$ cat src/hs_pkg.sv
// package for the high-side switch control block
// assumes a single 25 MHz clock domain
package hs_pkg;

  // ----------------------------------------------------------------
  // clock and timing
  // ----------------------------------------------------------------
  localparam int CLK_HZ          = 25000000;
  localparam int CLK_PER_US      = CLK_HZ / 1000000;
  localparam int OC_FILTER_NS    = 16000;   // nominal overcurrent filter
  localparam int OC_FILTER_CYC   = (OC_FILTER_NS * CLK_PER_US) / 1000;
  localparam int OL_FILTER_NS    = 220000;  // nominal open-load filter
  localparam int OL_FILTER_CYC   = (OL_FILTER_NS / 1000) * CLK_PER_US;

  // ----------------------------------------------------------------
  // source select codes and device modes
  // ----------------------------------------------------------------
  localparam logic [3:0] SRC_OFF   = 4'h0;
  localparam logic [3:0] SRC_ON    = 4'h1;
  localparam logic [3:0] SRC_TMR1  = 4'h2;
  localparam logic [3:0] SRC_TMR2  = 4'h3;
  localparam logic [3:0] SRC_PWM1  = 4'h4;
  localparam logic [3:0] SRC_PWM4  = 4'h7;
  localparam logic [3:0] SRC_SYNC  = 4'h8;
  localparam logic [1:0] WAKE_SYNC = 2'h2;
  localparam logic [9:0] DUTY_MIN_BAD = 10'h001;

  typedef enum logic [2:0] {
    MODE_NORMAL    = 3'b000,
    MODE_STOP      = 3'b001,
    MODE_SLEEP     = 3'b010,
    MODE_RESTART   = 3'b011,
    MODE_FAILSAFE  = 3'b100
  } dev_mode_t;

  // lowpower: stop or sleep
  function automatic logic is_lowpower(input dev_mode_t m);
    is_lowpower = (m == MODE_STOP) || (m == MODE_SLEEP);
  endfunction

endpackage

$ cat src/hs_gen_if.sv
// carries generator waveforms from the generator bank to the switch logic
// assumes both ends share clk
`timescale 1ns/1ps
`default_nettype none
interface hs_gen_if;
  logic [1:0] tmr_wave;
  logic [3:0] pwm_wave;
  modport src (output tmr_wave, output pwm_wave);
  modport dst (input tmr_wave, input pwm_wave);
endinterface
`default_nettype wire

$ cat src/hs_wave_gen.sv
// two period/duty timers and four 10-bit pwm generators
// assumes clk at 25 MHz and a synchronised active-low reset
`timescale 1ns/1ps
`default_nettype none
module hs_wave_gen
  import hs_pkg::*;
#(
  parameter int TW = 16
) (
  input  wire logic           clk,
  input  wire logic           rst_n,
  input  wire logic [TW-1:0]  tmr_period [2],
  input  wire logic [TW-1:0]  tmr_on     [2],
  input  wire logic [9:0]     pwm_duty   [4],
  input  wire logic [3:0]     pwm_fsel,
  hs_gen_if.src               gen
);
  logic [TW-1:0] tcnt_q [2];
  logic [9:0]    pcnt_q [4];
  logic [1:0]    pdiv_q;

  // ------------------------------------------------------------
  // timers
  // ------------------------------------------------------------
  // period and duty
  always_ff @(posedge clk or negedge rst_n) begin
    if (!rst_n) begin
      tcnt_q <= '{default: '0};
      gen.tmr_wave <= 2'h0;
    end else begin
      for (int i = 0; i < 2; i++) begin
        if (tcnt_q[i] >= tmr_period[i]) tcnt_q[i] <= '0;
        else tcnt_q[i] <= tcnt_q[i] + 1'b1;
        gen.tmr_wave[i] <= (tcnt_q[i] < tmr_on[i]);
      end
    end
  end

  // ------------------------------------------------------------
  // pwm generators
  // ------------------------------------------------------------
  // two frequencies
  // oscillator derived
  always_ff @(posedge clk or negedge rst_n) begin
    if (!rst_n) begin
      pdiv_q <= 2'h0;
      pcnt_q <= '{default: '0};
      gen.pwm_wave <= 4'h0;
    end else begin
      pdiv_q <= pdiv_q + 2'h1;
      for (int i = 0; i < 4; i++) begin
        if (pwm_fsel[i] || (pdiv_q == 2'h3)) pcnt_q[i] <= pcnt_q[i] + 10'h1;
        // minimum duty unrealised
        gen.pwm_wave[i] <= (pwm_duty[i] != DUTY_MIN_BAD) &&
                           (pcnt_q[i] < pwm_duty[i]);
      end
    end
  end
endmodule
`default_nettype wire

$ cat src/hs_switch_ctrl.sv
// Contract
// undervoltage turns outputs off unless shutdown disable is set
// config changes only in normal; restart or failsafe disables outputs
// uv end with recovery enabled restores programmed state
// uv end without recovery keeps outputs off and clears config
// uv reported only by undervoltage flag
// overvoltage turns outputs off subject to disable bits
// normal mode per-output ov disable keeps output on
// low-power single ov disable keeps all outputs on
// ov end restores output only if its recovery bit set
// ov end without recovery keeps off and clears config
// ov reported only by overvoltage flag
// overcurrent beyond filter time switches output off
// overcurrent sets sticky flag and forces config to off
// host reactivates by writing on or timer after clearing flag
// sustained low current while on sets open-load flag
// open-load flags sticky until host clears
// each output selects one of nine sources
// static on and off apply in normal, stop and sleep
// two timers with independent period and duty
// four pwm generators, 10-bit duty, two frequencies
// host programs generator first; pwm starts at assignment
// smallest nonzero duty code not realised
// wake function 10 makes fourth wake pin sync, no wake-up
// host sets sync function before selecting sync code
// all times derived from internal oscillator counters
//
// top of the high-side switch control block
// assumes analog comparators deliver asynchronous levels
// assumes config and timing inputs stay steady between write pulses
`timescale 1ns/1ps
`default_nettype none
module hs_switch_ctrl
  import hs_pkg::*;
#(
  parameter int N  = 4,
  parameter int TW = 16,
  parameter int OC_CYC = OC_FILTER_CYC,
  parameter int OL_CYC = OL_FILTER_CYC
) (
  input  wire logic              clk,
  input  wire logic              rstn,
  input  wire dev_mode_t         dev_mode,
  input  wire logic              cfg_we,
  input  wire logic [4*N-1:0]    cfg_src,
  input  wire logic              undervoltage_shutdown_disable,
  input  wire logic              undervoltage_recovery_enable,
  input  wire logic [N-1:0]      normal_overvoltage_shutdown_disable,
  input  wire logic              lowpower_overvoltage_shutdown_disable,
  input  wire logic [N-1:0]      overvoltage_recovery_enable,
  input  wire logic [TW-1:0]     tmr_period [2],
  input  wire logic [TW-1:0]     tmr_on     [2],
  input  wire logic [9:0]        pwm_duty   [4],
  input  wire logic [3:0]        pwm_fsel,
  input  wire logic [1:0]        wake_pin_function_select,
  input  wire logic              fourth_wake_pin,
  input  wire logic              supply_uv,
  input  wire logic              supply_ov,
  input  wire logic [N-1:0]      oc_detect,
  input  wire logic [N-1:0]      ol_detect,
  input  wire logic              uv_flag_clr,
  input  wire logic              ov_flag_clr,
  input  wire logic [N-1:0]      oc_flag_clr,
  input  wire logic [N-1:0]      ol_flag_clr,
  output logic [4*N-1:0]         output_source_control,
  output logic [N-1:0]           high_side_output_n,
  output logic                   undervoltage_flag,
  output logic                   overvoltage_flag,
  output logic [N-1:0]           overcurrent_flag,
  output logic [N-1:0]           open_load_flag,
  output logic                   wake4_enable
);
  // --------------------------------------------------------------
  // reset release and input synchronisers
  // --------------------------------------------------------------
  logic [1:0]   rst_sync_q;
  logic         rst_n;
  logic [1:0]   uv_s_q, ov_s_q, wk_s_q;
  logic [N-1:0] oc_s1_q, oc_s2_q, ol_s1_q, ol_s2_q;

  // release internal reset two edges after rstn rises
  always_ff @(posedge clk or negedge rstn) begin
    if (!rstn) rst_sync_q <= 2'h0;
    else rst_sync_q <= {rst_sync_q[0], 1'b1};
  end
  assign rst_n = rst_sync_q[1];

  // two flops on every analog level
  always_ff @(posedge clk or negedge rst_n) begin
    if (!rst_n) begin
      uv_s_q  <= 2'h0;
      ov_s_q  <= 2'h0;
      wk_s_q  <= 2'h0;
      oc_s1_q <= '0;
      oc_s2_q <= '0;
      ol_s1_q <= '0;
      ol_s2_q <= '0;
    end else begin
      uv_s_q  <= {uv_s_q[0], supply_uv};
      ov_s_q  <= {ov_s_q[0], supply_ov};
      wk_s_q  <= {wk_s_q[0], fourth_wake_pin};
      oc_s1_q <= oc_detect;
      oc_s2_q <= oc_s1_q;
      ol_s1_q <= ol_detect;
      ol_s2_q <= ol_s1_q;
    end
  end

  // --------------------------------------------------------------
  // waveform generators
  // --------------------------------------------------------------
  hs_gen_if gen_if ();

  hs_wave_gen #(.TW(TW)) u_gen (
    .clk        (clk),
    .rst_n      (rst_n),
    .tmr_period (tmr_period),
    .tmr_on     (tmr_on),
    .pwm_duty   (pwm_duty),
    .pwm_fsel   (pwm_fsel),
    .gen        (gen_if)
  );

  // sync source reads low unless the pin is in sync function
  // sync mode blocks wake
  logic sync_mode;
  assign sync_mode    = (wake_pin_function_select == WAKE_SYNC);
  assign wake4_enable = !sync_mode;

  // --------------------------------------------------------------
  // shutdown conditions
  // --------------------------------------------------------------
  logic         lowpower, uv_q, ov_q;
  logic         uv_act;
  logic [N-1:0] ov_act, uv_shut_q, ov_shut_q, oc_trip;
  logic [3:0]   src [N];

  // fault levels below are two flops behind the comparators
  assign lowpower = is_lowpower(dev_mode);
  assign uv_q     = uv_s_q[1];
  assign ov_q     = ov_s_q[1];
  // uv shutdown gate
  assign uv_act   = uv_q && !undervoltage_shutdown_disable;

  // per output overvoltage shutdown request
  always_comb begin
    for (int i = 0; i < N; i++) begin
      // ov shutdown gate
      // per-output normal disable
      // lowpower global disable
      if (lowpower) ov_act[i] = ov_q && !lowpower_overvoltage_shutdown_disable;
      else ov_act[i] = ov_q && !normal_overvoltage_shutdown_disable[i];
    end
  end

  // --------------------------------------------------------------
  // overcurrent and open-load filters
  // --------------------------------------------------------------
  logic [15:0] oc_cnt_q [N];
  logic [15:0] ol_cnt_q [N];
  logic [N-1:0] ol_hit;

  // a count restarts whenever the level drops or the switch is off
  // overcurrent filter
  // open-load filter
  // oscillator counted
  always_ff @(posedge clk or negedge rst_n) begin
    if (!rst_n) begin
      oc_cnt_q <= '{default: '0};
      ol_cnt_q <= '{default: '0};
    end else begin
      for (int i = 0; i < N; i++) begin
        if (oc_s2_q[i] && high_side_output_n[i]) begin
          if (oc_cnt_q[i] != 16'(OC_CYC)) oc_cnt_q[i] <= oc_cnt_q[i] + 16'h1;
        end else oc_cnt_q[i] <= 16'h0;
        if (ol_s2_q[i] && high_side_output_n[i]) begin
          if (ol_cnt_q[i] != 16'(OL_CYC)) ol_cnt_q[i] <= ol_cnt_q[i] + 16'h1;
        end else ol_cnt_q[i] <= 16'h0;
      end
    end
  end

  // counts saturate, so a hit stands while the level lasts and the switch stays on
  always_comb begin
    for (int i = 0; i < N; i++) begin
      oc_trip[i] = oc_s2_q[i] && high_side_output_n[i] &&
                   (oc_cnt_q[i] == 16'(OC_CYC));
      ol_hit[i]  = ol_s2_q[i] && high_side_output_n[i] &&
                   (ol_cnt_q[i] == 16'(OL_CYC));
    end
  end

  // --------------------------------------------------------------
  // source configuration and shutdown latches
  // --------------------------------------------------------------
  // normal-only config writes
  // oc forces config off
  // uv clears config
  // ov clears config
  always_ff @(posedge clk or negedge rst_n) begin
    if (!rst_n) begin
      for (int i = 0; i < N; i++) src[i] <= SRC_OFF;
      uv_shut_q <= '0;
      ov_shut_q <= '0;
    end else begin
      for (int i = 0; i < N; i++) begin
        if (cfg_we && dev_mode == MODE_NORMAL) src[i] <= cfg_src[4*i +: 4];
        // latch only live sources; the release decides recovery
        if (uv_act && src[i] != SRC_OFF) uv_shut_q[i] <= 1'b1;
        else if (!uv_act && uv_shut_q[i]) begin
          uv_shut_q[i] <= 1'b0;
          // uv recovery restores
          if (!undervoltage_recovery_enable) src[i] <= SRC_OFF;
        end
        if (ov_act[i] && src[i] != SRC_OFF) ov_shut_q[i] <= 1'b1;
        else if (!ov_act[i] && ov_shut_q[i]) begin
          ov_shut_q[i] <= 1'b0;
          // ov recovery restores
          if (!overvoltage_recovery_enable[i]) src[i] <= SRC_OFF;
        end
        // overcurrent last, so it beats a write in the same cycle
        if (oc_trip[i]) src[i] <= SRC_OFF;
      end
    end
  end

  // stored configuration read back, device clears included
  always_comb begin
    for (int i = 0; i < N; i++) output_source_control[4*i +: 4] = src[i];
  end

  // --------------------------------------------------------------
  // output drive
  // --------------------------------------------------------------
  logic [N-1:0] wave;

  // nine source mux
  // static in normal, stop and sleep; restart and failsafe force off
  // pwm at assignment
  // sync follows pin
  always_comb begin
    for (int i = 0; i < N; i++) begin
      case (src[i])
        SRC_OFF:  wave[i] = 1'b0;
        SRC_ON:   wave[i] = 1'b1;
        SRC_TMR1: wave[i] = gen_if.tmr_wave[0];
        SRC_TMR2: wave[i] = gen_if.tmr_wave[1];
        SRC_PWM1, 4'h5, 4'h6, SRC_PWM4:
          wave[i] = gen_if.pwm_wave[src[i][1:0]];
        SRC_SYNC: wave[i] = sync_mode && wk_s_q[1];
        // codes nine and up fall to off
        default:  wave[i] = 1'b0;
      endcase
    end
  end

  // restart and failsafe off
  // live fault terms stop a source written during a fault from
  // pulsing the switch before its shutdown latch is set
  always_ff @(posedge clk or negedge rst_n) begin
    if (!rst_n) high_side_output_n <= '0;
    else if (dev_mode == MODE_RESTART || dev_mode == MODE_FAILSAFE)
      high_side_output_n <= '0;
    else
      high_side_output_n <= wave & ~uv_shut_q & ~ov_shut_q & ~oc_trip &
                            ~{N{uv_act}} & ~ov_act;
  end

  // --------------------------------------------------------------
  // sticky status flags, set wins over clear
  // --------------------------------------------------------------
  // set while a live output is being shut; a clear then loses
  // uv own flag only
  // ov own flag only
  always_ff @(posedge clk or negedge rst_n) begin
    if (!rst_n) begin
      undervoltage_flag <= 1'b0;
      overvoltage_flag  <= 1'b0;
    end else begin
      undervoltage_flag <= (uv_act && |src_on_mask()) ||
                           (undervoltage_flag && !uv_flag_clr);
      overvoltage_flag  <= (|(ov_act & src_on_mask())) ||
                           (overvoltage_flag && !ov_flag_clr);
    end
  end

  // oc sticky flag
  // open-load sticky
  always_ff @(posedge clk or negedge rst_n) begin
    if (!rst_n) begin
      overcurrent_flag <= '0;
      open_load_flag   <= '0;
    end else begin
      overcurrent_flag <= oc_trip | (overcurrent_flag & ~oc_flag_clr);
      open_load_flag   <= ol_hit | (open_load_flag & ~ol_flag_clr);
    end
  end

  // outputs with a source other than off
  // shared by both supply fault flags
  function automatic logic [N-1:0] src_on_mask();
    for (int i = 0; i < N; i++) src_on_mask[i] = (src[i] != SRC_OFF);
  endfunction
endmodule
`default_nettype wire

$ cat config.mk
export PLATFORM = sky130hd
export DESIGN_NAME = hs_switch_ctrl
export DESIGN_NICKNAME = d
export VERILOG_FILES = /design/src/hs_pkg.sv /design/src/hs_gen_if.sv /design/src/hs_wave_gen.sv /design/src/hs_switch_ctrl.sv
export SDC_FILE = /design/constraint.sdc
export NUM_CORES = 1
export LEC_CHECK = 0
export BUFFER_PORTS_ARGS = -buffer_cell sky130_fd_sc_hd__buf_2
export CORE_MARGIN = 4
export CORE_UTILIZATION = 53
export DETAILED_ROUTE_END_ITERATION = 7
export PLACE_DENSITY = 0.85
export SYNTH_ARGS = -nofsm -noshare
export SYNTH_HDL_FRONTEND = slang
export SYNTH_HIERARCHICAL = 1
export SYNTH_SLANG_ARGS = --single-unit
$ cat constraint.sdc
create_clock -name clk -period 7.4 [get_ports clk]
set_input_delay 0.37 -clock clk [delete_from_list [all_inputs] [get_ports clk]]
set_output_delay 0.37 -clock clk [all_outputs]
set_load 0.02 [all_outputs]
### After elaboration in Yosys (flattened, before gate mapping)

Index checks and enable logic that the tools add are counted.

* add/subtract/negate cells: 15
* magnitude comparators: 12
* eq/ne operators: 66
* mux-type cells: 83
* bitwise gates (word level): 17
* reduce and logical (&&, ||, !) cells: 88

Operator list (count)
* two-way mux 16 bit: 18
* adder 16 x 1 -> 16 bit (second input constant): 10
* two-way mux 4 bit: 33
* equality test 16 x 13 -> 1 bit (second input constant): 4
* equality test 16 x 9 -> 1 bit (second input constant): 4
* equality test 4 x 3 -> 1 bit (second input constant): 16
* inequality test 16 x 13 -> 1 bit (second input constant): 4
* inequality test 16 x 9 -> 1 bit (second input constant): 4
* logical AND 1 bit: 47
* adder 10 x 1 -> 10 bit (second input constant): 4
* < comparator 10 bit: 4
* inequality test 10 x 1 -> 1 bit (second input constant): 4
* bitwise AND 4 bit: 8
* equality test 4 x 2 -> 1 bit (second input constant): 8
* greater-or-equal comparator 16 bit: 2
* < comparator 16 bit: 2
* inverter 4 bit: 7
* two-way mux 1 bit: 24
* OR reduction 4 bit: 6
* one-hot mux 1 bit (5 select lines): 4
* equality test 4 x 1 -> 1 bit (second input constant): 4
* equality test 4 bit (second input constant): 4
* nonzero test 2 bit: 8
* nonzero test 4 bit: 4
* other kinds (13): 48

* register bits: 270

### Longest topological paths before layout

* depth in word-level cells: 10
* depth in mapped cells: 8
* gate-level depth less buffers: 7

### Cells and area by module

Netlist, hierarchy kept.

By module, submodules not included
* hs_switch_ctrl: instances 1, cells each 926, area an instance 9103.7 µm²
* hs_wave_gen: instances 1, cells each 640, area an instance 5861.9 µm²

### Worst setup path before layout

Ideal clock, no wire load.

* kind: reg2reg
* start point: register u_gen/tcnt_q[0] (netlist bit)
* end point: register u_gen/tcnt_q[11] (netlist bit)
* library setup time: 72 ps
* data arrival time: 1987 ps
* data required time: 7328 ps
* setup slack: 5341 ps
* cell stages (with the launch flop): 9
* buffers on the path: 1
* clock period less this slack: 2059 ps
* cells stage by stage: dfrtp_1 inv_1 ha_1 nand2b_4 a2111oi_4 o21ai_1 a2111o_1 buf_6 nor2_1

* word-level cells in the longest chain between the ends: 2
* elaborated cells between the ends (all ways): 3

Ends and longest elaborated chain
* start: declaration: line hs_wave_gen.sv:18 `logic [TW-1:0] tcnt_q [2];`
* start signal: indexed assignment: line hs_wave_gen.sv:33 `else tcnt_q[i] <= tcnt_q[i] + 1'b1;`
* adder 16 x 1 -> 16 bit or greater-or-equal comparator 16 bit (tied branches): line hs_wave_gen.sv:33, hs_wave_gen.sv:32
* two-way mux 16 bit (*): line hs_wave_gen.sv:32 `if (tcnt_q[i] >= tmr_period[i]) tcnt_q[i] <= '0;`

Every way passes the cells marked *; elsewhere a longest branch is shown, timed or not.
A chain may end at the register's enable or synchronous reset.

### Worst setup path after layout

* start point: register u_gen/tcnt_q[0] (netlist bit)
* end point: register u_gen/tcnt_q[15] (netlist bit)

Same word-level chain as after synthesis.

==> summary.txt <==
Status
  – Status: finished, final reports clean

Drt
  – Initial drt markers: 630
  – DRC viols: 0
  – Drt total wl: 34530 um
  – Wire length per cell: 15.77 um
  – Routed vias: 12110
  – DR vias/cell: 5.533
  – Antenna Nets Post-Route: 0
  – Pre-antenna DRT Iters: 5

Logic synthesis
  – Post-synth top area cell: dfrtp_1
  – Register area share after synthesis: 0.4515
  – Post-synth EDFFs: 0
  – #FFs+latches synth: 270
  – Synth unique cells: 60
  – Synth top area cells: dfrtp_1 (45%), ha_1 (10%), xor2_1 (4.9%)
  – Gate Count Post-Synth: 1566
  – Most common cell in the netlist: dfrtp_1
  – Syn_area_per_cell: 9.557 um2
  – Post-synth top area share: 0.4515
  – Mapped cell area: 14970 um2
  – Syn nets: 1851
  – Ys flop type: dfrtp_1
  – Top post-synthesis cells by count: dfrtp_1 (270), nor2_1 (168), inv_1 (144)
  – Post-synth ARST share: 1.000
  – Syn. warnings: 6

Clocking
  – CTS tree: yes
  – Post-CTS Hold Buffers: 21
  – CTS Buffer Depth: 3
  – Post-cts sizing count: 0
  – # clock sinks: 270
  – # Post-CTS Setup Buffers: 0
  – Clock latency on the worst-skew pair: 0.58 ns
  – Clock Tree Root: clkbuf_16
  – CTS H-tree lvls: 1
  – Reg clk slew, reported paths: 0.06 ns
  – CTS Buf Count: 30

STA
  – Fin crit share: 0.3147
  – Tmin final: 2.329 ns
  – Final setup fails: 0
  – Slew Viols, Final: 0
  – Final worst slack: 5.071 ns
  – Worst slew pin tran: 0.9937 ns
  – Max_slew headroom: 0.3376
  – RSZ-0062 raised after global routing: false
  – Worst Skew: 0.03386 ns
  – Final setup TNS: 0 ns
  – Hold Slack: 0.03480 ns
  – Highest clock rate: 0.4294 GHz
  – Hold Fails Final Rpt: 0

Critical path
  – CP arrival: 2.80 ns
  – R2r startpoint: u_gen/tcnt_q[0]
  – Worst Setup Start Kind: register
  – Crit path max-delay cell type: a2111o_1
  – Crit-path cells: inv_1 -> ha_1 -> nand2b_4 -> a2111oi_4 -> o21ai_1 -> a2111o_1 -> nor2_1
  – Critical Path RT: 7.87 ns
  – CP max stage delay: 0.66 ns
  – Worst R2R Path Depth: 7
  – CP Launch Point: u_gen/tcnt_q[0]
  – R2R setup slack: 5.07 ns
  – Max FO, Critical Path: 16
  – CP endpoint kind: register
  – CP Class: reg2reg
  – Worst reg2reg path endpoint: u_gen/tcnt_q[15]

Global route
  – Most used routing layer: met2
  – Total GRT Usage: 0.2213
  – First-pass GRT wire length: 57850 um
  – Met3 Use GR: 0.03255
  – Initial antenna violation count: 0
  – Grt met1 use: 0.3008
  – Global route overflow: 0
  – Largest net degree at the start of global routing: 80
  – Vias in the first global route: 12030
  – Met2 Resource Use GR: 0.3741

Worst hold path
  – Hold Crit Class: in2reg
  – Worst hold endpoint: output_source_control[9]
  – Hold path depth: 3
  – HP Start: cfg_src[9]

Finish
  – Layout cell share with drive strength beyond 1: 0.1481
  – Final Util: 0.6295
  – Area Growth Syn to Fin: 17.17%
  – Final nets: 2071

Pwr
  – Power per cell area: 234.4 nW/um2
  – Max VDD drop: 0.1954 mV
  – Leakage power: 0.008403 uW
  – Total power: 4110 uW

Place
  – Hpwl dp: 25850 um
  – Global placement routability congestion: 0.8785
  – Port Buffer Count: 194
  – Place WS: 5.088 ns

Floorplanning
  – # rows: 61
  – Core area: 27860 um2
  – Die Area: 30990 um2
  – Starting Density: 0.5372
  – Die height: 176.0 um
  – IO Count: 195
  – Die W: 176.0 um

Flow run
  – Max_cap viols: 0
[registers in the layout, summed over array words and instances (netlist names), 16 cells and up]
| signal | cells |
|---|---|
| oc_cnt_q | 64 |
| u_gen/pcnt_q | 40 |
| u_gen/tcnt_q | 32 |
| ol_cnt_q | 64 |
| output_source_control | 16 |
[worst max path at each step]
stage                             to  slack [ns]  cells past startpoint
3_5_place_dp        u_gen/tcnt_q[10]        5.09                      7
6_report            u_gen/tcnt_q[15]        5.07                      7
4_1_cts             u_gen/tcnt_q[15]        5.07                      7
2_1_floorplan  high_side_output_n[0]        2.97                      0
3_3_place_gp        u_gen/tcnt_q[10]        5.20                      7
5_1_grt             u_gen/tcnt_q[15]        4.92                      7
[critical path, delay by kind of cell (launching register included)]
| family | cells | cell delay, ns |
|---|---|---|
| AOI/OAI and AO/OA | 3 | 1.12 |
| DFF | 1 | 0.43 |
| and+or+nand+nor | 2 | 0.36 |
| adders and majority gates | 1 | 0.27 |
| buffers and inverters | 1 | 0.08 |
[cell usage in the layout (no fill, tap or decap), types with 6 or more instances in the layout]
cell type and instances:
or2_2 10, nor2_1 168, nand2b_1 15, and3_1 46, a21o_1 13, nor2b_1 6
clkbuf_1 9, or3_1 21, ha_1 121, nand2_1 120, nor4b_1 13, a211oi_1 11
o21ai_0 39, and4_1 11, o211ai_1 9, xor2_1 83, clkbuf_8 9, clkbuf_16 30
nand3_1 66, a211o_1 6, nand4_1 56, a31oi_1 7, nor4bb_1 6, o21a_1 7
nor4_1 12, o22ai_1 6, nand3b_1 13, nor3b_1 13, o2111ai_1 10, inv_1 144
buf_2 194, nor3_1 25, mux2i_1 8, xnor2_1 70, dfrtp_1 269, dlygate4sd3_1 21
a21oi_1 88
[layout make-up]
type	instances	area [um2]
repair buffers	219	1211
clock buffers	48	908.4
clock inverters	8	93.84
multi-input cells	1121	7546
inverters	144	540.5
flip-flops and latches	270	6760
diodes	1	2.502
well taps	378	473.0
fillers	2258	10320
[per-layer routing]
layer | wire length (um) | up-vias
met5 | 0 | -
met1 | 15320 | 5848
li1 | - | 5868
met2 | 16440 | 324
met3 | 1783 | 71
met4 | 986 | 0
[stage by stage]
stage	area [um2]	cells
6_report	17540	2189
5_1_grt	17530	2188
4_1_cts	17530	2188
3_5_place_dp	16320	2111
3_3_place_gp	16320	2111
2_1_floorplan	14970	1566
[report_power, final]
group          total (uW)  leakage, uW  switching, uW  internal [uW]
clock network        1480     0.000495            604            875
registers            1850      0.00359            223           1630
logic                 779      0.00432            412            368
total                4110      0.00840           1240           2870
[logic make-up after synthesis]
logic type	count (synthesis)	share of synthesized area
muxes	13	0.009113
and+or+nand+nor	616	0.2124
buffers and inverters	175	0.04473
xor gates and xnor gates	153	0.08954
other	1	0.0002506
adders and majority gates	121	0.1012
AOI/OAI and AO/OA	217	0.09130
DFF	270	0.4515
(Power assumes the default switching activity.)
